## config.mk

```make
export PLATFORM = sky130hd
export DESIGN_NAME = scanner_output_signalling
export DESIGN_NICKNAME = d
export VERILOG_FILES = /design/src/pkg/scanner_pkg.sv /design/src/pkg/contam_if.sv /design/src/design/contam_timer.sv /design/src/design/scanner_output_signalling.sv
export VERILOG_INCLUDE_DIRS = /design/src /design/src/pkg
export SDC_FILE = /design/constraint.sdc
export NUM_CORES = 1
export LEC_CHECK = 0
export ABC_AREA = 1
export BUFFER_PORTS_ARGS = -buffer_cell sky130_fd_sc_hd__buf_2
export CORE_MARGIN = 5
export CORE_UTILIZATION = 50
export CTS_BUF_LIST = sky130_fd_sc_hd__clkbuf_8 sky130_fd_sc_hd__clkbuf_16
export DETAILED_ROUTE_END_ITERATION = 10
export GPL_ROUTABILITY_DRIVEN = 0
export PLACE_DENSITY_LB_ADDON = 0.15
export SYNTH_ARGS = -nofsm -noshare
export SYNTH_HDL_FRONTEND = slang
export SYNTH_HIERARCHICAL = 1
export SYNTH_SLANG_ARGS = --single-unit
```

## constraint.sdc

```tcl
create_clock -name ref_clk_i -period 17.35 [get_ports ref_clk_i]
set_clock_uncertainty 0.15 [all_clocks]
set_input_delay 4.3375 -clock ref_clk_i [delete_from_list [all_inputs] [get_ports ref_clk_i]]
set_output_delay 4.3375 -clock ref_clk_i [all_outputs]
set_load 0.1 [all_outputs]
```

## src/pkg/scanner_regs.svh

```systemverilog
// Register map, field positions, reset values and timing for the scanner.
`ifndef SCANNER_REGS_SVH
`define SCANNER_REGS_SVH
// What this block does
// - Partial warning sensitivity OFF, Low, Medium, High; OFF default disables it.
// - Partial detection delay settable 1 to 60 s, default 5 s.
// - Partial judging distance settable 35 to 100 mm, default 60 mm.
// - Start angle -5 to 185 degrees, default -5; above end angle is refused.
// - End angle -5 to 185 degrees, default 185; below start angle is refused.
// - Whole-window warning: sensitivity choice, OFF default, delay 1 to 60 s.
// - Each region output high while clear, low while object in its region.
// - Malfunction output high normally, low on internal active-part fault.
// - Contamination output low normally, high on enabled contamination detection.
// - Synchronous output gives a 1 ms pulse at each scan start.
// - A normal scan lasts 20 ms, so the pulse repeats every 20 ms.
// - During malfunction the synchronous output stays on.
// - Master reference clock keeps running even during malfunction.
// - Every unit locks its scan to the master reference on its sync input.

// ----------------------------------------------------------------------------
// Register offsets
// ----------------------------------------------------------------------------
`define CTRL_OFS      8'h00
`define PDELAY_OFS    8'h04
`define WDELAY_OFS    8'h08
`define PRANGE_OFS    8'h0C
`define ANGLE_OFS     8'h10
`define STATUS_OFS    8'h14
`define IRQ_STAT_OFS  8'h18
`define IRQ_CLR_OFS   8'h1C
`define IRQ_EN_OFS    8'h20

// ----------------------------------------------------------------------------
// Fields and reset values
// ----------------------------------------------------------------------------
`define CTRL_WSENS_LSB  2
`define ANG_END_LSB     16
`define DELAY_MIN_S     6'h01
`define DELAY_MAX_S     6'h3C
`define DELAY_RST_S     6'h05
`define RANGE_MIN_MM    7'h23
`define RANGE_MAX_MM    7'h64
`define RANGE_RST_MM    7'h3C
`define ANG_MIN_DEG     9'h1FB
`define ANG_MAX_DEG     9'h0B9
`define THR_LOW         8'hC0
`define THR_MEDIUM      8'h80
`define THR_HIGH        8'h40
`define IRQ_CONTAM      0
`define IRQ_FAULT       1
`define IRQ_REJECT      2
`define IRQ_OBJECT      3

// ----------------------------------------------------------------------------
// Timing
// ----------------------------------------------------------------------------
`define CLK_PERIOD_NS   10
`define MS_NS           1000000
`define MS_PER_S        16'h03E8
`define SCAN_MS         5'h14
`define SYNC_PULSE_MS   5'h01
`define REF_HIGH_MS     5'h0A
`endif

```

## src/pkg/scanner_pkg.sv

```systemverilog
// Types shared by the scanner output logic.
package scanner_pkg;
    typedef enum logic [1:0] {
        SENS_OFF    = 2'b00,
        SENS_LOW    = 2'b01,
        SENS_MEDIUM = 2'b10,
        SENS_HIGH   = 2'b11
    } sens_type;

    typedef struct packed {
        logic [15:0] ms;
        logic        conf;
    } timer_state_type;

    typedef struct packed {
        sens_type           psens;
        sens_type           wsens;
        logic [5:0]         pdelay;
        logic [5:0]         wdelay;
        logic [6:0]         prange;
        logic signed [8:0]  ang_start;
        logic signed [8:0]  ang_end;
        logic [3:0]         irq_stat;
        logic [3:0]         irq_en;
        logic               wr_pend;
        logic [7:0]         wr_addr;
        logic [31:0]        rdata;
        logic [2:0]         det;
        logic               malf;
        logic               contam;
        logic               sync;
        logic               smaster;
        logic [31:0]        ref_pre;
        logic [31:0]        scan_pre;
        logic [4:0]         ref_ms;
        logic [4:0]         scan_ms;
        logic [1:0]         sync_ff;
        logic               sync_prev;
        logic               pacc;
        logic               pdirty;
        logic               wdirty;
    } main_state_type;
endpackage

```

## src/pkg/contam_if.sv

```systemverilog
// Link between the output logic and one contamination delay timer.
`timescale 1ns/100ps
interface contam_if;
    logic       en;
    logic       dirty;
    logic       tick;
    logic [5:0] delay_s;
    logic       confirmed;

    modport owner (output en, output dirty, output tick, output delay_s,
                   input confirmed);
    modport timer (input en, input dirty, input tick, input delay_s,
                   output confirmed);
endinterface

```

## src/design/contam_timer.sv

```systemverilog
// Delay timer that confirms a contamination indication after its delay.
`timescale 1ns/100ps
`include "scanner_regs.svh"
module contam_timer (
    input  wire logic ref_clk_i,
    input  wire logic reset_i,
    contam_if.timer   c
);
    scanner_pkg::timer_state_type r;
    scanner_pkg::timer_state_type n;
    logic [15:0]                  delay_ms;

    always_comb begin
        n = r;
        delay_ms = 16'(c.delay_s) * `MS_PER_S;
        if (!c.en || !c.dirty) begin
            n.ms = 16'h0000;
            n.conf = 1'b0;
        end else if (c.tick && !r.conf) begin
            if (r.ms + 16'h0001 >= delay_ms) begin
                n.conf = 1'b1;
            end else begin
                n.ms = r.ms + 16'h0001;
            end
        end
    end

    always_ff @(posedge ref_clk_i or posedge reset_i) begin
        if (reset_i) begin
            r <= '0;
        end else begin
            r <= n;
        end
    end

    assign c.confirmed = r.conf;
endmodule

```

## src/design/scanner_output_signalling.sv

```systemverilog
// Output signalling of the area scanner with its AHB-Lite register slave.
`timescale 1ns/100ps
`include "scanner_regs.svh"
module scanner_output_signalling #(
    parameter int unsigned MS_CYCLES = `MS_NS / `CLK_PERIOD_NS
) (
    input  wire logic               ref_clk_i,
    input  wire logic               reset_i,
    input  wire logic               hsel_i,
    input  wire logic [31:0]        haddr_i,
    input  wire logic [1:0]         htrans_i,
    input  wire logic               hwrite_i,
    input  wire logic [2:0]         hsize_i,
    input  wire logic [31:0]        hwdata_i,
    input  wire logic               hready_i,
    output logic      [31:0]        hrdata_o,
    output logic                    hreadyout_o,
    output logic                    hresp_o,
    input  wire logic [2:0]         region_hit_i,
    input  wire logic               fault_i,
    input  wire logic               echo_valid_i,
    input  wire logic signed [8:0]  echo_angle_i,
    input  wire logic [15:0]        echo_dist_i,
    input  wire logic [7:0]         echo_level_i,
    input  wire logic [7:0]         whole_level_i,
    input  wire logic               sync_in_i,
    output logic      [2:0]         det_o,
    output logic                    malfunction_o,
    output logic                    contam_o,
    output logic                    sync_o,
    output logic                    sync_master_o,
    output logic                    irq_o
);

    // ------------------------------------------------------------------------
    // State and helpers
    // ------------------------------------------------------------------------
    scanner_pkg::main_state_type r;
    scanner_pkg::main_state_type n;

    contam_if pif ();
    contam_if wif ();

    logic        tick_ref;
    logic        tick_scan;
    logic        scan_end;
    logic        sync_rise;
    logic        pcur;
    logic        ang_ok;
    logic        ang_bad;
    logic [3:0]  ev;
    logic [3:0]  clr;
    logic [31:0] rd;

    // Lower sensitivity needs a stronger dirt level before it counts.
    function automatic logic [7:0] thr(input scanner_pkg::sens_type s);
        unique case (s)
            scanner_pkg::SENS_LOW:    thr = `THR_LOW;
            scanner_pkg::SENS_MEDIUM: thr = `THR_MEDIUM;
            scanner_pkg::SENS_HIGH:   thr = `THR_HIGH;
            scanner_pkg::SENS_OFF:    thr = 8'hFF;
        endcase
    endfunction

    function automatic logic in_ang(input logic signed [8:0] a);
        in_ang = a >= $signed(`ANG_MIN_DEG) && a <= $signed(`ANG_MAX_DEG);
    endfunction

    function automatic logic in_delay(input logic [31:0] d);
        in_delay = d[5:0] >= `DELAY_MIN_S && d[5:0] <= `DELAY_MAX_S
                   && d[31:6] == 26'h0;
    endfunction

    // ------------------------------------------------------------------------
    // Next-state logic
    // ------------------------------------------------------------------------
    always_comb begin
        n = r;

        // The first stage only feeds the second one.
        n.sync_ff = {r.sync_ff[0], sync_in_i};
        n.sync_prev = r.sync_ff[1];
        sync_rise = r.sync_ff[1] && !r.sync_prev;

        tick_ref = r.ref_pre == MS_CYCLES - 1;
        n.ref_pre = tick_ref ? 32'h0 : r.ref_pre + 32'h1;
        if (tick_ref) begin
            n.ref_ms = (r.ref_ms == `SCAN_MS - 5'h01) ? 5'h00
                                                      : r.ref_ms + 5'h01;
        end
        n.smaster = n.ref_ms < `REF_HIGH_MS;

        // scan locks to the master edge
        tick_scan = r.scan_pre == MS_CYCLES - 1;
        scan_end = tick_scan && r.scan_ms == `SCAN_MS - 5'h01;
        if (sync_rise) begin
            n.scan_pre = 32'h0;
            n.scan_ms = 5'h00;
        end else begin
            n.scan_pre = tick_scan ? 32'h0 : r.scan_pre + 32'h1;
            if (tick_scan) begin
                n.scan_ms = scan_end ? 5'h00 : r.scan_ms + 5'h01;
            end
        end

        // pulse at scan start, held on during a fault
        n.sync = fault_i || n.scan_ms < `SYNC_PULSE_MS;

        n.det = ~region_hit_i;
        n.malf = !fault_i;

        // partial window judgment by distance and angle
        pcur = r.psens != scanner_pkg::SENS_OFF && echo_valid_i
               && echo_dist_i <= 16'(r.prange)
               && echo_angle_i >= r.ang_start && echo_angle_i <= r.ang_end
               && echo_level_i >= thr(r.psens);
        // Dirt is judged per scan so single echoes do not flicker the timer.
        if (scan_end || sync_rise) begin
            n.pdirty = r.pacc || pcur;
            n.pacc = 1'b0;
        end else begin
            n.pacc = r.pacc || pcur;
        end
        n.wdirty = r.wsens != scanner_pkg::SENS_OFF
                   && whole_level_i >= thr(r.wsens);

        // either delayed judgment, raises the output
        n.contam = pif.confirmed || wif.confirmed;

        // Register read data is captured in the address phase.
        unique case (haddr_i[7:0])
            `CTRL_OFS:     rd = {28'h0, r.wsens, r.psens};
            `PDELAY_OFS:   rd = {26'h0, r.pdelay};
            `WDELAY_OFS:   rd = {26'h0, r.wdelay};
            `PRANGE_OFS:   rd = {25'h0, r.prange};
            `ANGLE_OFS:    rd = {7'h0, r.ang_end, 7'h0, r.ang_start};
            `STATUS_OFS:   rd = {24'h0, r.pdirty, r.wdirty, r.contam,
                                 r.malf, r.sync, r.det};
            `IRQ_STAT_OFS: rd = {28'h0, r.irq_stat};
            `IRQ_EN_OFS:   rd = {28'h0, r.irq_en};
            default:       rd = 32'h0;
        endcase
        if (hsel_i && htrans_i[1] && hready_i) begin
            n.wr_pend = hwrite_i;
            n.wr_addr = haddr_i[7:0];
            if (!hwrite_i) begin
                n.rdata = rd;
            end
        end else begin
            n.wr_pend = 1'b0;
        end

        // angle pair checked as one write
        ang_ok = in_ang(hwdata_i[8:0])
                 && in_ang(hwdata_i[`ANG_END_LSB +: 9])
                 && $signed(hwdata_i[8:0])
                    <= $signed(hwdata_i[`ANG_END_LSB +: 9]);
        ang_bad = 1'b0;
        clr = 4'h0;
        if (r.wr_pend) begin
            unique case (r.wr_addr)
                `CTRL_OFS: begin
                    n.psens = scanner_pkg::sens_type'(hwdata_i[1:0]);
                    n.wsens = scanner_pkg::sens_type'(
                        hwdata_i[`CTRL_WSENS_LSB +: 2]);
                end
                `PDELAY_OFS: begin
                    if (in_delay(hwdata_i)) begin
                        n.pdelay = hwdata_i[5:0];
                    end
                end
                `WDELAY_OFS: begin
                    if (in_delay(hwdata_i)) begin
                        n.wdelay = hwdata_i[5:0];
                    end
                end
                `PRANGE_OFS: begin
                    if (hwdata_i[6:0] >= `RANGE_MIN_MM
                        && hwdata_i[6:0] <= `RANGE_MAX_MM
                        && hwdata_i[31:7] == 25'h0) begin
                        n.prange = hwdata_i[6:0];
                    end
                end
                `ANGLE_OFS: begin
                    if (ang_ok) begin
                        n.ang_start = hwdata_i[8:0];
                        n.ang_end = hwdata_i[`ANG_END_LSB +: 9];
                    end else begin
                        ang_bad = 1'b1;
                    end
                end
                `IRQ_CLR_OFS: clr = hwdata_i[3:0];
                `IRQ_EN_OFS:  n.irq_en = hwdata_i[3:0];
                default: ;
            endcase
        end

        // A new event beats a clear in the same cycle.
        ev = 4'h0;
        ev[`IRQ_CONTAM] = n.contam && !r.contam;
        ev[`IRQ_FAULT] = fault_i && r.malf;
        ev[`IRQ_REJECT] = ang_bad;
        ev[`IRQ_OBJECT] = |(region_hit_i & r.det);
        n.irq_stat = (r.irq_stat & ~clr) | ev;
    end

    // ------------------------------------------------------------------------
    // State register
    // ------------------------------------------------------------------------
    always_ff @(posedge ref_clk_i or posedge reset_i) begin
        if (reset_i) begin
            r <= '0;
            r.pdelay <= `DELAY_RST_S;
            r.wdelay <= `DELAY_RST_S;
            r.prange <= `RANGE_RST_MM;
            r.ang_start <= `ANG_MIN_DEG;
            r.ang_end <= `ANG_MAX_DEG;
            r.det <= 3'h7;
            r.malf <= 1'b1;
        end else begin
            r <= n;
        end
    end

    // ------------------------------------------------------------------------
    // Delay timers
    // ------------------------------------------------------------------------
    assign pif.en = r.psens != scanner_pkg::SENS_OFF;
    assign pif.dirty = r.pdirty;
    assign pif.tick = tick_ref;
    assign pif.delay_s = r.pdelay;
    assign wif.en = r.wsens != scanner_pkg::SENS_OFF;
    assign wif.dirty = r.wdirty;
    assign wif.tick = tick_ref;
    assign wif.delay_s = r.wdelay;

    contam_timer ptimer (
        .ref_clk_i (ref_clk_i),
        .reset_i   (reset_i),
        .c         (pif.timer)
    );

    contam_timer wtimer (
        .ref_clk_i (ref_clk_i),
        .reset_i   (reset_i),
        .c         (wif.timer)
    );

    // ------------------------------------------------------------------------
    // Outputs
    // ------------------------------------------------------------------------
    assign hrdata_o = r.rdata;
    assign hreadyout_o = 1'b1;
    assign hresp_o = 1'b0;
    assign det_o = r.det;
    assign malfunction_o = r.malf;
    assign contam_o = r.contam;
    assign sync_o = r.sync;
    assign sync_master_o = r.smaster;
    assign irq_o = |(r.irq_stat & r.irq_en);

    logic [31:0] hi_cnt;
    always_ff @(posedge ref_clk_i or posedge reset_i) begin
        if (reset_i) begin
            hi_cnt <= 32'h0;
        end else begin
            // A re-phase starts a new scan, so its pulse is counted afresh.
            hi_cnt <= (sync_o && !fault_i && !sync_rise) ? hi_cnt + 32'h1
                                                         : 32'h0;
        end
    end
endmodule

```

==> impl_results.html, run 1 <==
<table>
<tr><th>Metric</th><th>Value</th></tr>
<tr><th colspan="2">Clock tree</th></tr>
<tr><td>Clock sink total</td><td>197</td></tr>
<tr><td>Clk buf depth</td><td>2</td></tr>
<tr><td>Clk pin slew, worst setup/hold paths</td><td>90 ps</td></tr>
<tr><td>Number of levels the H-tree was split into</td><td>4</td></tr>
<tr><td>Number of hold buffers added after CTS</td><td>0</td></tr>
<tr><td>CTS tree</td><td>built</td></tr>
<tr><td>Number of buffers added by the clock tree synthesis step</td><td>17</td></tr>
<tr><td>Clock insertion delay at the later pin of the skew report</td><td>460 ps</td></tr>
<tr><td>Gates resized, CTS repair</td><td>0</td></tr>
<tr><td>Root Driver</td><td>sky130_fd_sc_hd__clkbuf_16</td></tr>
<tr><td>Setup Fix Bufs, Post-CTS</td><td>0</td></tr>
<tr><th colspan="2">Power</th></tr>
<tr><td>Portion of total power attributed to combinational logic</td><td>15.7%</td></tr>
<tr><td>Proportion of power drawn by flip-flops and latches</td><td>46.7%</td></tr>
<tr><td>Peak supply drop</td><td>0.0000713 V</td></tr>
<tr><td>Internal power consumption</td><td>712 µW</td></tr>
<tr><td>Part of the power in the clock network</td><td>37.6%</td></tr>
<tr><td>Switching power as a share of total power</td><td>32.8%</td></tr>
<tr><td>Leakage dissipation</td><td>0.00855 µW</td></tr>
<tr><td>Ratio of total power to cell area</td><td>63.8 nW/µm²</td></tr>
<tr><td>P_sw</td><td>347 µW</td></tr>
<tr><th colspan="2">Global route</th></tr>
<tr><td>Wire length of the first global-routing pass</td><td>61.5 mm</td></tr>
<tr><td>Aggregate global-route resource usage</td><td>21.9%</td></tr>
<tr><td>Number of antenna violations at the first check in global routing</td><td>1</td></tr>
<tr><td>Number of global-route vias before repair</td><td>12800</td></tr>
<tr><td>Largest net degree at the start of global routing</td><td>114</td></tr>
<tr><td>Global route total overflow</td><td>0</td></tr>
<tr><th colspan="2">Final layout</th></tr>
<tr><td>Count of fill cells added during filler insertion</td><td>2928</td></tr>
<tr><td>Utilization after layout</td><td>54.6%</td></tr>
<tr><td>Area overhead of the layout relative to synthesis</td><td>8.53%</td></tr>
<tr><td>Count of antenna diodes in the layout</td><td>0</td></tr>
<tr><td>Proportion of layout cells with a drive suffix above 1</td><td>14.4%</td></tr>
<tr><td>Area taken by flip-flops and latches</td><td>4960 µm²</td></tr>
<tr><td>Total Nets Final</td><td>2393</td></tr>
<tr><td>Area of combinational cells with multiple inputs</td><td>8680 µm²</td></tr>
<tr><th colspan="2">Routing</th></tr>
<tr><td>Met3 Routed Length</td><td>2.36 mm</td></tr>
<tr><td>Highest metal layer with signal wires</td><td>met5</td></tr>
<tr><td># DRC</td><td>0</td></tr>
<tr><td>Number of violations reported at the end of detailed-routing iteration 0</td><td>856</td></tr>
<tr><td>DR WL met2</td><td>16.9 mm</td></tr>
<tr><td>Aggregate routed wire length</td><td>36.8 mm</td></tr>
<tr><td>First-pass iteration count of the detailed router</td><td>5</td></tr>
<tr><td>Average routed wire per standard cell</td><td>14.6 µm</td></tr>
<tr><td>Number of vias per cell</td><td>5.25</td></tr>
<tr><td>Metal1 wirelength</td><td>16.7 mm</td></tr>
<tr><td>Number of nets with antenna violations after routing</td><td>0</td></tr>
<tr><td>Total via count in the routed design</td><td>13200</td></tr>
<tr><th colspan="2">Logic synthesis</th></tr>
<tr><td>Mapped Avg Cell Area</td><td>7.55 µm²</td></tr>
<tr><td>Summed instance area of the synthesized netlist</td><td>15300 µm²</td></tr>
<tr><td>Number of warnings issued by yosys</td><td>6</td></tr>
<tr><td>Distinct cell type count after synthesis</td><td>57</td></tr>
<tr><td>Seq cells post-synth</td><td>197</td></tr>
<tr><td>Portion of the post-synthesis area used by sequential elements</td><td>32.4%</td></tr>
<tr><td>Cells after synthesis</td><td>2026</td></tr>
<tr><th colspan="2">Worst setup path</th></tr>
<tr><td>FF-to-FF End</td><td>ptimer/r[3]</td></tr>
<tr><td>Number of cells on the worst reg-to-reg path</td><td>20</td></tr>
<tr><td>Cell Chain, Critical Path</td><td>buf_2 -&gt; inv_2 -&gt; a21oi_1 -&gt; o21ai_0 -&gt; nand2_1 -&gt; a21oi_2 -&gt; nand3_2 -&gt; nand2_1 -&gt; nand2_1</td></tr>
<tr><td>Crit start category</td><td>input port</td></tr>
<tr><td>Critical path's slowest cell</td><td>sky130_fd_sc_hd__a21oi_2</td></tr>
<tr><td>Maximum net fanout on the critical path</td><td>20</td></tr>
<tr><td>Classification of the worst setup path</td><td>in -&gt; reg</td></tr>
<tr><td>R2r setup slk</td><td>12210 ps</td></tr>
<tr><td>Critical Path End</td><td>r[142]</td></tr>
<tr><td>Startpoint of the most critical register-to-register path</td><td>pif.delay_s[3]</td></tr>
<tr><td>Launch point of the worst path</td><td>hwdata_i[2]</td></tr>
<tr><td>Cell type with the highest occurrence count on the critical path</td><td>sky130_fd_sc_hd__nand2_1</td></tr>
<tr><td>Worst path max stage delay</td><td>660 ps</td></tr>
<tr><td>Worst EP arrival</td><td>6420 ps</td></tr>
<tr><td>Data required time of the critical path</td><td>17560 ps</td></tr>
<tr><td>Nature of the critical path endpoint</td><td>flip-flop</td></tr>
<tr><th colspan="2">Die</th></tr>
<tr><td>Die boundary height</td><td>185 µm</td></tr>
<tr><td>Effective utilization at floorplan</td><td>50.3%</td></tr>
<tr><td>Die Footprint</td><td>34200 µm²</td></tr>
<tr><td>Placeable core region</td><td>30400 µm²</td></tr>
<tr><td>I/O pin count</td><td>163</td></tr>
<tr><td>Row count</td><td>64</td></tr>
<tr><td>Die Width</td><td>185 µm</td></tr>
<tr><th colspan="2">Min path</th></tr>
<tr><td>Worst min path class</td><td>reg -&gt; reg</td></tr>
<tr><th colspan="2">Timing</th></tr>
<tr><td>Post-route clock period utilization</td><td>35.8%</td></tr>
<tr><td>Slew of the pin with the lowest slew margin</td><td>1030 ps</td></tr>
<tr><td>Number of endpoints with negative hold slack in the final report</td><td>0</td></tr>
<tr><td>Slew Viols, Final</td><td>0</td></tr>
<tr><td>Achievable Freq</td><td>161 MHz</td></tr>
<tr><td>Final total negative setup slack</td><td>0 ps</td></tr>
<tr><td>Remaining max-slew budget at the tightest pin</td><td>31.3%</td></tr>
<tr><td>Minimum clock period</td><td>6210 ps</td></tr>
<tr><td>Unrepaired setup endpoints after global routing</td><td>false</td></tr>
<tr><td>Number of endpoints failing setup at the final stage</td><td>0</td></tr>
<tr><th colspan="2">Job</th></tr>
<tr><td>Max-cap viol count</td><td>0</td></tr>
<tr><th colspan="2">Status</th></tr>
<tr><td>Status</td><td>complete, no violations</td></tr>
<tr><th colspan="2">Place</th></tr>
<tr><td>Post-detailed-placement half-perimeter wirelength</td><td>28.5 mm</td></tr>
<tr><td>Number of input and output port buffers inserted</td><td>118</td></tr>
</table>
-- state kept, by name, summed over array words and instances, names as in the netlist --
signal and flops:
pif.dirty 1, wtimer/r 16, contam_o 1, hrdata_o 18
wif.dirty 1, sync_o 1, malfunction_o 1, det_o 3
r 122, pif.delay_s 6, ptimer/c.confirmed 1, ptimer/r 16
sync_master_o 1, n 2, wtimer/c.confirmed 1, wif.delay_s 6
-- cells in the final DEF (no fill, tap or decap), drive strengths merged, types with 3 or more instances in the layout --
| cell | instances |
|---|---|
| clkbuf | 17 |
| dfstp | 25 |
| xnor2 | 15 |
| a21oi | 50 |
| nand3b | 7 |
| o21ai | 80 |
| o211ai | 6 |
| nand3 | 153 |
| ha | 130 |
| fa | 26 |
| nand2 | 476 |
| o22ai | 6 |
| o31ai | 12 |
| inv | 343 |
| nor2 | 222 |
| nor4 | 27 |
| o21bai | 6 |
| o2111ai | 3 |
| or2 | 9 |
| nand4 | 70 |
| conb | 16 |
| nor3 | 53 |
| xor2 | 62 |
| clkinv | 6 |
| buf | 121 |
| dfrtp | 172 |
-- worst max-delay path, delay by kind of cell --
family          cells  cell delay (ps)
compound gates      3              900
buf+inv             2              340
simple gates        4              830
-- synth_stat cells, drive strengths merged --
library cell | instances | area (µm²)
nand2 | 476 | 1850
inv | 332 | 1250
nor2 | 222 | 955
dfrtp | 172 | 4300
nand3 | 153 | 896
ha | 130 | 1630
o21ai | 80 | 408
nand4 | 70 | 478
xor2 | 62 | 543
buf | 53 | 400
nor3 | 53 | 305
a21oi | 50 | 262
nor4 | 27 | 175
fa | 26 | 521
dfstp | 25 | 657
xnor2 | 15 | 131
o31ai | 12 | 90.1
clkbuf | 11 | 41.3
or2 | 9 | 56.3
nand3b | 7 | 52.6
o211ai | 6 | 45.0
o21bai | 6 | 45.0
o22ai | 6 | 37.5
o2111ai | 3 | 26.3
a21o | 2 | 15.0
and2 | 2 | 12.5
clkinv | 2 | 7.51
conb | 2 | 7.51
nor3b | 2 | 15.0
o21a | 2 | 15.0
a22o | 1 | 8.76
a31o | 1 | 8.76
a31oi | 1 | 6.26
and3b | 1 | 8.76
bufinv | 1 | 17.5
o2bb2ai | 1 | 8.76
o31a | 1 | 8.76
or3 | 1 | 6.26
-- metal layers --
metal | GRT usage, % | up-vias
met1 | 29.5 | 6160
met2 | 35.8 | 366
met4 | 6.49 | 2
li1 | - | 6661
met3 | 4.77 | 55
met5 | 0 | -
-- power groups by stage --
stage | clock (µW) | combinational [µW] | sequential, µW
2_1_floorplan | 0 | 128 | 496
3_3_place_gp | 0 | 162 | 502
3_5_place_dp | 0 | 167 | 503
4_1_cts | 408 | 167 | 495
5_1_grt | 424 | 188 | 497
6_report | 398 | 166 | 495
-- worst min path at each step --
stage / from / to / slack, ps / cells after the start
finish: n[5] / n[3] / 200 / 0
global route: n[5] / n[3] / 220 / 0
CTS: n[5] / n[3] / 210 / 0
detailed placement: n[5] / n[3] / 190 / 0
global placement: n[5] / n[3] / 180 / 0
floorplan: n[5] / n[3] / 180 / 0
-- cell type report --
cell class,instances,area share (%)
multi-input cells,1444,52.3
flip-flops and latches,197,29.9
well taps,396,2.98
clock buffers,17,2.56
clock inverters,15,0.934
repair buffers,121,3.69
inverters,335,7.69
-- cell families after synthesis --
| group | after synthesis | share of synthesized area [%] |
|---|---|---|
| xor gates and xnor gates | 77 | 4.41 |
| and+or+nand+nor | 1023 | 31.5 |
| adders and majority gates | 156 | 14.0 |
| buffers and inverters | 399 | 11.2 |
| DFF | 197 | 32.4 |
| other | 2 | 0.0491 |
| AOI/OAI and AO/OA | 172 | 6.44 |
-- through the flow --
stage,setup slack (ps),total power (µW),cells,instance area (µm²),hold WS [ps]
5_1_grt,10970,1110,2525,16600,218
6_report,11140,1060,2525,16600,204
4_1_cts,11150,1070,2525,16600,206
3_5_place_dp,10650,670,2493,16000,187
3_3_place_gp,10710,665,2493,16000,183
2_1_floorplan,8500,624,2040,15400,181
Note: power is estimated with default switching activity, not from simulation.
==> inputs of run 2 (changes only) <==
==> constraint.sdc (replaced) <==
create_clock -name ref_clk_i -period 6.2 [get_ports ref_clk_i]
set_clock_uncertainty 0.15 [all_clocks]
set_input_delay 1.55 -clock ref_clk_i [delete_from_list [all_inputs] [get_ports ref_clk_i]]
set_output_delay 1.55 -clock ref_clk_i [all_outputs]
set_load 0.1 [all_outputs]
==> impl_results.html, run 2 (synthesis results as in run 1) <==
<table>
<tr><th>Metric</th><th>Value</th></tr>
<tr><th colspan="2">Final layout</th></tr>
<tr><td>Total Nets Final</td><td>2394</td></tr>
<tr><td>Area overhead of the layout relative to synthesis</td><td>8.77%</td></tr>
<tr><td>Utilization after layout</td><td>54.7%</td></tr>
<tr><td>Leading cell type in the layout, fill and taps excluded</td><td>sky130_fd_sc_hd__nand2_1</td></tr>
<tr><td>Proportion of layout cells with a drive suffix above 1</td><td>14.5%</td></tr>
<tr><td>Commonest cells after routing, fill and taps aside</td><td>sky130_fd_sc_hd__nand2_1 (458), sky130_fd_sc_hd__inv_1 (295), sky130_fd_sc_hd__nor2_1 (199), sky130_fd_sc_hd__dfrtp_1 (172), sky130_fd_sc_hd__ha_1 (130)</td></tr>
<tr><td>Flip-flop count of the largest register, all copies and words added</td><td>122</td></tr>
<tr><td>Count of fill cells added during filler insertion</td><td>2889</td></tr>
<tr><td>Register name with the most flops</td><td>r</td></tr>
<tr><td>Count of antenna diodes in the layout</td><td>0</td></tr>
<tr><td>Post-Layout Cell Count</td><td>2526</td></tr>
<tr><th colspan="2">Global route</th></tr>
<tr><td>Largest net degree at the start of global routing</td><td>91</td></tr>
<tr><td>Wire length of the first global-routing pass</td><td>61.5 mm</td></tr>
<tr><td>Number of antenna violations at the first check in global routing</td><td>1</td></tr>
<tr><td>Global route total overflow</td><td>0</td></tr>
<tr><td>Number of global-route vias before repair</td><td>12800</td></tr>
<tr><td>Aggregate global-route resource usage</td><td>21.9%</td></tr>
<tr><th colspan="2">Timing</th></tr>
<tr><td>Achievable Freq</td><td>197 MHz</td></tr>
<tr><td>Slew Viols, Final</td><td>0</td></tr>
<tr><td>Number of endpoints with negative hold slack in the final report</td><td>0</td></tr>
<tr><td>Hold slack</td><td>209 ps</td></tr>
<tr><td>Post-route clock period utilization</td><td>81.9%</td></tr>
<tr><td>Remaining max-slew budget at the tightest pin</td><td>38.6%</td></tr>
<tr><td>Minimum clock period</td><td>5080 ps</td></tr>
<tr><td>Final total negative setup slack</td><td>0 ps</td></tr>
<tr><td>Unrepaired setup endpoints after global routing</td><td>false</td></tr>
<tr><td>Slew of the pin with the lowest slew margin</td><td>921 ps</td></tr>
<tr><td>Number of endpoints failing setup at the final stage</td><td>0</td></tr>
<tr><th colspan="2">Worst setup path</th></tr>
<tr><td>Startpoint of the most critical register-to-register path</td><td>pif.delay_s[3]</td></tr>
<tr><td>Classification of the worst setup path</td><td>reg -&gt; reg</td></tr>
<tr><td>Nature of the critical path endpoint</td><td>flip-flop</td></tr>
<tr><td>R2r setup slk</td><td>1120 ps</td></tr>
<tr><td>Crit start category</td><td>flip-flop</td></tr>
<tr><td>Cell Chain, Critical Path</td><td>fa_1 -&gt; inv_1 -&gt; fa_1 -&gt; fa_1 -&gt; inv_1 -&gt; ha_1 -&gt; nand3_1 -&gt; nand3_1 -&gt; nand4_1 -&gt; o211ai_1 -&gt; xor2_1 -&gt; ha_1 -&gt; nand2_1 -&gt; inv_1 -&gt; nand2_1 -&gt; nand2_1 -&gt; a21oi_2 -&gt; nand4_2 -&gt; nand3_1 -&gt; nand2_1</td></tr>
<tr><td>Worst EP arrival</td><td>5270 ps</td></tr>
<tr><td>Worst path max stage delay</td><td>620 ps</td></tr>
<tr><td>Data required time of the critical path</td><td>6390 ps</td></tr>
<tr><td>Maximum net fanout on the critical path</td><td>16</td></tr>
<tr><td>Cell type with the highest occurrence count on the critical path</td><td>sky130_fd_sc_hd__nand2_1</td></tr>
<tr><td>FF-to-FF End</td><td>ptimer/r[10]</td></tr>
<tr><td>Number of cells on the worst reg-to-reg path</td><td>20</td></tr>
<tr><td>Critical path's slowest cell</td><td>sky130_fd_sc_hd__fa_1</td></tr>
<tr><th colspan="2">Die</th></tr>
<tr><td>I/O pin count</td><td>163</td></tr>
<tr><td>Effective utilization at floorplan</td><td>50.3%</td></tr>
<tr><td>Die boundary height</td><td>185 µm</td></tr>
<tr><td>Row count</td><td>64</td></tr>
<tr><td>Die Footprint</td><td>34200 µm²</td></tr>
<tr><td>Placeable core region</td><td>30400 µm²</td></tr>
<tr><td>Die Width</td><td>185 µm</td></tr>
<tr><th colspan="2">Clock tree</th></tr>
<tr><td>Clock sink total</td><td>197</td></tr>
<tr><td>Clk buf depth</td><td>2</td></tr>
<tr><td>Root Driver</td><td>sky130_fd_sc_hd__clkbuf_16</td></tr>
<tr><td>Gates resized, CTS repair</td><td>0</td></tr>
<tr><td>Setup Fix Bufs, Post-CTS</td><td>0</td></tr>
<tr><td>CTS tree</td><td>built</td></tr>
<tr><td>Clk pin slew, worst setup/hold paths</td><td>90 ps</td></tr>
<tr><td>Number of levels the H-tree was split into</td><td>4</td></tr>
<tr><td>Clock insertion delay at the later pin of the skew report</td><td>460 ps</td></tr>
<tr><td>Number of buffers added by the clock tree synthesis step</td><td>17</td></tr>
<tr><td>Number of hold buffers added after CTS</td><td>0</td></tr>
<tr><th colspan="2">Routing</th></tr>
<tr><td>Average routed wire per standard cell</td><td>14.5 µm</td></tr>
<tr><td># DRC</td><td>0</td></tr>
<tr><td>First-pass iteration count of the detailed router</td><td>6</td></tr>
<tr><td>Aggregate routed wire length</td><td>36.5 mm</td></tr>
<tr><td>Met3 Routed Length</td><td>2.03 mm</td></tr>
<tr><td>Number of vias per cell</td><td>5.19</td></tr>
<tr><td>Total via count in the routed design</td><td>13100</td></tr>
<tr><td>Metal1 wirelength</td><td>16.9 mm</td></tr>
<tr><td>Highest metal layer with signal wires</td><td>met5</td></tr>
<tr><td>DR WL met2</td><td>16.9 mm</td></tr>
<tr><td>Number of nets with antenna violations after routing</td><td>0</td></tr>
<tr><td>Number of violations reported at the end of detailed-routing iteration 0</td><td>989</td></tr>
<tr><th colspan="2">Min path</th></tr>
<tr><td>Number of cells on the worst hold path</td><td>0</td></tr>
<tr><td>Hold path endpoint</td><td>n[3]</td></tr>
<tr><td>Worst min path class</td><td>reg -&gt; reg</td></tr>
<tr><td>Source of the worst hold timing path</td><td>n[5]</td></tr>
<tr><th colspan="2">Place</th></tr>
<tr><td>Placed Instances</td><td>2494</td></tr>
<tr><td>Number of input and output port buffers inserted</td><td>118</td></tr>
<tr><td>Post-detailed-placement half-perimeter wirelength</td><td>28.4 mm</td></tr>
<tr><th colspan="2">Status</th></tr>
<tr><td>Status</td><td>complete, no violations</td></tr>
<tr><th colspan="2">Power</th></tr>
<tr><td>Ratio of total power to cell area</td><td>180 nW/µm²</td></tr>
<tr><td>Leakage dissipation</td><td>0.00857 µW</td></tr>
<tr><td>Peak supply drop</td><td>0.000188 V</td></tr>
<tr><th colspan="2">Job</th></tr>
<tr><td>Max-cap viol count</td><td>0</td></tr>
</table>
[run 2: changes by cell type in the layout (fill, tap and decap cells not counted), sizes merged]
| cell | previous run | this run |
|---|---|---|
| buf | 121 | 122 |
| clkbuf | 17 | 18 |
| inv | 343 | 342 |
[run 2: worst max-delay path: cells and delay by family, from the launching register on]
kind	cells	cell delay (ps)
simple gates	9	1270
buf+inv	3	200
xor+xnor	1	210
flops	1	530
compound gates	2	290
fa+ha+maj	5	2300
[run 2: routing by layer]
layer	vias up	GRT usage, %
li1	6677	-
met1	6040	30.4
met2	336	35.6
met3	48	3.81
met4	2	5.93
met5	-	0
[run 2: how the worst max path moves through the flow]
| stage | cells after the start | end | from | slack [ps] |
|---|---|---|---|---|
| 2_1_floorplan | 1 | contam_o | reset_i | 140 |
| 3_3_place_gp | 20 | ptimer/r[2] | pif.delay_s[3] | 1200 |
| 3_5_place_dp | 20 | ptimer/r[11] | pif.delay_s[3] | 1130 |
| 4_1_cts | 20 | ptimer/r[6] | pif.delay_s[3] | 1100 |
| 5_1_grt | 22 | ptimer/r[3] | pif.delay_s[3] | 750 |
| 6_report | 20 | ptimer/r[10] | pif.delay_s[3] | 1120 |
[run 2: final cells by class]
type	instances	area, µm²	share of cell area, %
clock buffers	18	439	2.64
flip-flops and latches	197	4960	29.8
clock inverters	14	170	1.02
repair buffers	122	621	3.73
inverters	335	1280	7.67
multi-input cells	1444	8680	52.2
well taps	396	495	2.98
[run 2: metrics by stage]
stage | instance area, µm² | power, µW | setup slack, ps
after floorplan | 15400 | 1750 | 136
after global placement | 16000 | 1860 | 1200
after detailed placement | 16000 | 1870 | 1130
after CTS | 16600 | 3030 | 1100
after global routing | 16600 | 3140 | 747
final | 16600 | 2990 | 1120
[run 2: power breakdown]
group / internal [µW] / switching, µW
clock: 561 / 589
combinational: 124 / 339
sequential: 1330 / 54.1
==> inputs of run 3 (changes only) <==
--- a/config.mk
+++ b/config.mk
@@ -6,7 +6,7 @@
 export SDC_FILE = /design/constraint.sdc
 export NUM_CORES = 1
 export LEC_CHECK = 0
-export ABC_AREA = 1
+export ABC_AREA = 0
 export BUFFER_PORTS_ARGS = -buffer_cell sky130_fd_sc_hd__buf_2
 export CORE_MARGIN = 5
 export CORE_UTILIZATION = 50
==> constraint.sdc (replaced) <==
create_clock -name ref_clk_i -period 4.8 [get_ports ref_clk_i]
set_clock_uncertainty 0.15 [all_clocks]
set_input_delay 1.2 -clock ref_clk_i [delete_from_list [all_inputs] [get_ports ref_clk_i]]
set_output_delay 1.2 -clock ref_clk_i [all_outputs]
set_load 0.1 [all_outputs]
==> impl_results.html, run 3 <==
<table>
<tr><th>Metric</th><th>Value</th></tr>
<tr><th colspan="2">Routing</th></tr>
<tr><td>Number of vias per cell</td><td>5.59</td></tr>
<tr><td>Aggregate routed wire length</td><td>31.7 mm</td></tr>
<tr><td>Metal1 wirelength</td><td>15.1 mm</td></tr>
<tr><td># DRC</td><td>0</td></tr>
<tr><td>First-pass iteration count of the detailed router</td><td>5</td></tr>
<tr><td>Number of violations reported at the end of detailed-routing iteration 0</td><td>607</td></tr>
<tr><td>Highest metal layer with signal wires</td><td>met5</td></tr>
<tr><td>Total via count in the routed design</td><td>10700</td></tr>
<tr><td>Number of nets with antenna violations after routing</td><td>0</td></tr>
<tr><td>DR WL met2</td><td>14.6 mm</td></tr>
<tr><td>Average routed wire per standard cell</td><td>16.6 µm</td></tr>
<tr><td>Met3 Routed Length</td><td>1.53 mm</td></tr>
<tr><th colspan="2">Power</th></tr>
<tr><td>Switching power as a share of total power</td><td>28.4%</td></tr>
<tr><td>Power Total</td><td>3620 µW</td></tr>
<tr><td>Portion of total power attributed to combinational logic</td><td>9.9%</td></tr>
<tr><td>Ratio of total power to cell area</td><td>228 nW/µm²</td></tr>
<tr><td>Part of the power in the clock network</td><td>42.1%</td></tr>
<tr><td>Proportion of power drawn by flip-flops and latches</td><td>48.0%</td></tr>
<tr><td>Peak supply drop</td><td>0.000153 V</td></tr>
<tr><td>Internal power consumption</td><td>2600 µW</td></tr>
<tr><td>P_sw</td><td>1030 µW</td></tr>
<tr><td>Leakage dissipation</td><td>0.00743 µW</td></tr>
<tr><th colspan="2">Logic synthesis</th></tr>
<tr><td>Async set-or-reset flop fraction in the synthesized netlist</td><td>100%</td></tr>
<tr><td>Number of enable-type register cells in the synthesized netlist</td><td>0</td></tr>
<tr><td>Number of warnings issued by yosys</td><td>6</td></tr>
<tr><td>Synth area leader</td><td>sky130_fd_sc_hd__dfrtp_1</td></tr>
<tr><td>Dominant register cell in the synthesized netlist</td><td>sky130_fd_sc_hd__dfrtp_1</td></tr>
<tr><td>Summed instance area of the synthesized netlist</td><td>13700 µm²</td></tr>
<tr><td>Cells after synthesis</td><td>1417</td></tr>
<tr><td>Seq cells post-synth</td><td>197</td></tr>
<tr><td>Yosys top cell area share</td><td>31.4%</td></tr>
<tr><td>Mapped Avg Cell Area</td><td>9.67 µm²</td></tr>
<tr><td>Most common cell in the netlist</td><td>sky130_fd_sc_hd__dfrtp_1</td></tr>
<tr><td>Distinct cell type count after synthesis</td><td>74</td></tr>
<tr><td>Area contributors post-synth</td><td>sky130_fd_sc_hd__dfrtp_1 (31%), sky130_fd_sc_hd__ha_1 (12%), sky130_fd_sc_hd__dfstp_2 (4.8%)</td></tr>
<tr><td>Portion of the post-synthesis area used by sequential elements</td><td>36.2%</td></tr>
<tr><td>Most common library cells after synthesis</td><td>sky130_fd_sc_hd__dfrtp_1 (172), sky130_fd_sc_hd__inv_1 (135), sky130_fd_sc_hd__ha_1 (130), sky130_fd_sc_hd__nor2_1 (107), sky130_fd_sc_hd__nand2_1 (101)</td></tr>
<tr><th colspan="2">Worst setup path</th></tr>
<tr><td>Worst EP arrival</td><td>5190 ps</td></tr>
<tr><td>Launch point of the worst path</td><td>wif.delay_s[1]</td></tr>
<tr><td>Data required time of the critical path</td><td>4940 ps</td></tr>
<tr><td>Critical Path End</td><td>wtimer/r[16]</td></tr>
<tr><td>FF-to-FF End</td><td>wtimer/r[16]</td></tr>
<tr><td>Crit start category</td><td>flip-flop</td></tr>
<tr><td>Kind of cell with the highest combined delay on the critical path</td><td>adder cells</td></tr>
<tr><td>R2r setup slk</td><td>-250 ps</td></tr>
<tr><td>Cell Chain, Critical Path</td><td>fa_2 -&gt; inv_2 -&gt; fa_1 -&gt; fa_1 -&gt; inv_2 -&gt; ha_4 -&gt; a21o_1 -&gt; a21oi_2 -&gt; o21ai_2 -&gt; o41ai_2 -&gt; xnor2_1 -&gt; ha_1 -&gt; nand4_1 -&gt; buf_6 -&gt; nor2_4 -&gt; o2bb2ai_4 -&gt; buf_6 -&gt; clkbuf_16 -&gt; buf_12 -&gt; o31ai_2 -&gt; a21oi_2</td></tr>
<tr><td>Maximum net fanout on the critical path</td><td>8</td></tr>
<tr><td>Classification of the worst setup path</td><td>reg -&gt; reg</td></tr>
<tr><td>Number of cells on the worst reg-to-reg path</td><td>21</td></tr>
<tr><td>WP depth</td><td>21</td></tr>
<tr><td>Nature of the critical path endpoint</td><td>flip-flop</td></tr>
<tr><td>Startpoint of the most critical register-to-register path</td><td>wif.delay_s[1]</td></tr>
<tr><td>Worst path max stage delay</td><td>620 ps</td></tr>
<tr><td>Critical path's slowest cell</td><td>sky130_fd_sc_hd__fa_2</td></tr>
<tr><td>Worst path bufs/invs</td><td>6</td></tr>
<tr><th colspan="2">Global route</th></tr>
<tr><td>Number of global-route vias before repair</td><td>10500</td></tr>
<tr><td>Aggregate global-route resource usage</td><td>20.5%</td></tr>
<tr><td>Wire length of the first global-routing pass</td><td>52.3 mm</td></tr>
<tr><td>Number of antenna violations at the first check in global routing</td><td>8</td></tr>
<tr><td>Largest net degree at the start of global routing</td><td>77</td></tr>
<tr><td>Global route total overflow</td><td>0</td></tr>
<tr><th colspan="2">Timing</th></tr>
<tr><td>Remaining max-slew budget at the tightest pin</td><td>39.4%</td></tr>
<tr><td>Final total negative setup slack</td><td>-5320 ps</td></tr>
<tr><td>Number of endpoints with negative hold slack in the final report</td><td>0</td></tr>
<tr><td>Post-route clock period utilization</td><td>105%</td></tr>
<tr><td>Number of endpoints failing setup at the final stage</td><td>33</td></tr>
<tr><td>Minimum clock period</td><td>5050 ps</td></tr>
<tr><td>Achievable Freq</td><td>198 MHz</td></tr>
<tr><td>Final Worst Setup Slack</td><td>-254 ps</td></tr>
<tr><td>Slew of the pin with the lowest slew margin</td><td>902 ps</td></tr>
<tr><td>Unrepaired setup endpoints after global routing</td><td>true</td></tr>
<tr><td>Slew Viols, Final</td><td>0</td></tr>
<tr><th colspan="2">Die</th></tr>
<tr><td>Placeable core region</td><td>27000 µm²</td></tr>
<tr><td>Die Width</td><td>176 µm</td></tr>
<tr><td>Die Footprint</td><td>30800 µm²</td></tr>
<tr><td>I/O pin count</td><td>163</td></tr>
<tr><td>Die boundary height</td><td>176 µm</td></tr>
<tr><td>Effective utilization at floorplan</td><td>50.8%</td></tr>
<tr><td>Row count</td><td>60</td></tr>
<tr><th colspan="2">Clock tree</th></tr>
<tr><td>Clock sink total</td><td>197</td></tr>
<tr><td>Number of levels the H-tree was split into</td><td>4</td></tr>
<tr><td>Clk buf depth</td><td>2</td></tr>
<tr><td>Clk pin slew, worst setup/hold paths</td><td>80 ps</td></tr>
<tr><td>Clock insertion delay at the later pin of the skew report</td><td>440 ps</td></tr>
<tr><td>CTS tree</td><td>built</td></tr>
<tr><td>Root Driver</td><td>sky130_fd_sc_hd__clkbuf_16</td></tr>
<tr><td>Number of buffers added by the clock tree synthesis step</td><td>17</td></tr>
<tr><td>Number of hold buffers added after CTS</td><td>0</td></tr>
<tr><th colspan="2">Place</th></tr>
<tr><td>Number of input and output port buffers inserted</td><td>118</td></tr>
<tr><td>Post-detailed-placement half-perimeter wirelength</td><td>23.9 mm</td></tr>
<tr><td>Pre-CTS setup slack</td><td>-280 ps</td></tr>
<tr><th colspan="2">Final layout</th></tr>
<tr><td>Commonest cells after routing, fill and taps aside</td><td>sky130_fd_sc_hd__dfrtp_1 (170), sky130_fd_sc_hd__inv_1 (129), sky130_fd_sc_hd__ha_1 (123), sky130_fd_sc_hd__buf_2 (118), sky130_fd_sc_hd__nor2_1 (105)</td></tr>
<tr><td>Register name with the most flops</td><td>r</td></tr>
<tr><td>Flip-flop count of the largest register, all copies and words added</td><td>122</td></tr>
<tr><td>Leading cell type in the layout, fill and taps excluded</td><td>sky130_fd_sc_hd__dfrtp_1</td></tr>
<tr><td>Total Nets Final</td><td>1829</td></tr>
<tr><td>Utilization after layout</td><td>58.9%</td></tr>
<tr><td>Proportion of layout cells with a drive suffix above 1</td><td>23.1%</td></tr>
<tr><td>Area overhead of the layout relative to synthesis</td><td>15.9%</td></tr>
<tr><th colspan="2">Min path</th></tr>
<tr><td>Worst min path class</td><td>reg -&gt; reg</td></tr>
<tr><th colspan="2">Status</th></tr>
<tr><td>Status</td><td>finished with violations</td></tr>
<tr><td>Violations in the final reports</td><td>negative setup slack</td></tr>
<tr><th colspan="2">Job</th></tr>
<tr><td>Max-cap viol count</td><td>0</td></tr>
</table>
==> run 3: worst min-delay path by stage <==
stage | endpoint | slack, ps | cells after the start | startpoint
global placement | n[3] | 180 | 0 | n[5]
global route | n[3] | 210 | 0 | n[5]
CTS | n[3] | 210 | 0 | n[5]
finish | n[3] | 210 | 0 | n[5]
floorplan | n[3] | 180 | 0 | n[5]
detailed placement | n[3] | 200 | 0 | n[5]
==> run 3: what timing repair did <==
item	CTS	global route
buffers inserted	4	6
endpoints found under the setup margin	33	34
pin swaps	20	45
endpoints found under the hold margin	0	0
gates cloned	1	2
gates resized for setup	20	46
==> run 3: cell families after synthesis <==
logic type                 after synthesis  synth area share (%)
and+or+nand+nor                        447                  16.9
adders and majority gates              156                  15.7
muxes                                   71                  5.70
DFF                                    197                  36.2
AOI/OAI and AO/OA                      228                  11.6
xor gates and xnor gates               104                  6.65
other                                    2                0.0548
buffers and inverters                  212                  7.20
==> run 3: metrics by stage <==
stage / instances / hold WS [ps] / area (µm²)
2_1_floorplan: 1431 / 181 / 13900
3_3_place_gp: 1862 / 184 / 14800
3_5_place_dp: 1862 / 195 / 14800
4_1_cts: 1899 / 211 / 15600
5_1_grt: 1907 / 212 / 15900
6_report: 1907 / 208 / 15900
==> run 3: cell type report <==
| cell class | instances | area [µm²] |
|---|---|---|
| clock inverters | 14 | 200 |
| fillers | 2329 | 11100 |
| flip-flops and latches | 197 | 4960 |
| well taps | 341 | 427 |
| multi-input cells | 1022 | 8160 |
| diodes | 1 | 2.50 |
| inverters | 135 | 510 |
| clock buffers | 18 | 439 |
| repair buffers | 179 | 1170 |
==> run 3: power groups by stage <==
stage | registers [µW] | logic, µW | clock network, µW
5_1_grt | 1740 | 401 | 1630
4_1_cts | 1740 | 363 | 1560
3_3_place_gp | 1770 | 352 | 0
6_report | 1740 | 359 | 1520
2_1_floorplan | 1750 | 277 | 0
3_5_place_dp | 1770 | 361 | 0
==> run 3: routing by layer <==
layer / up-vias / GRT usage, %
li1: 5225 / -
met1: 5173 / 29.2
met2: 199 / 32.5
met3: 42 / 3.90
met4: 14 / 5.07
met5: - / 0
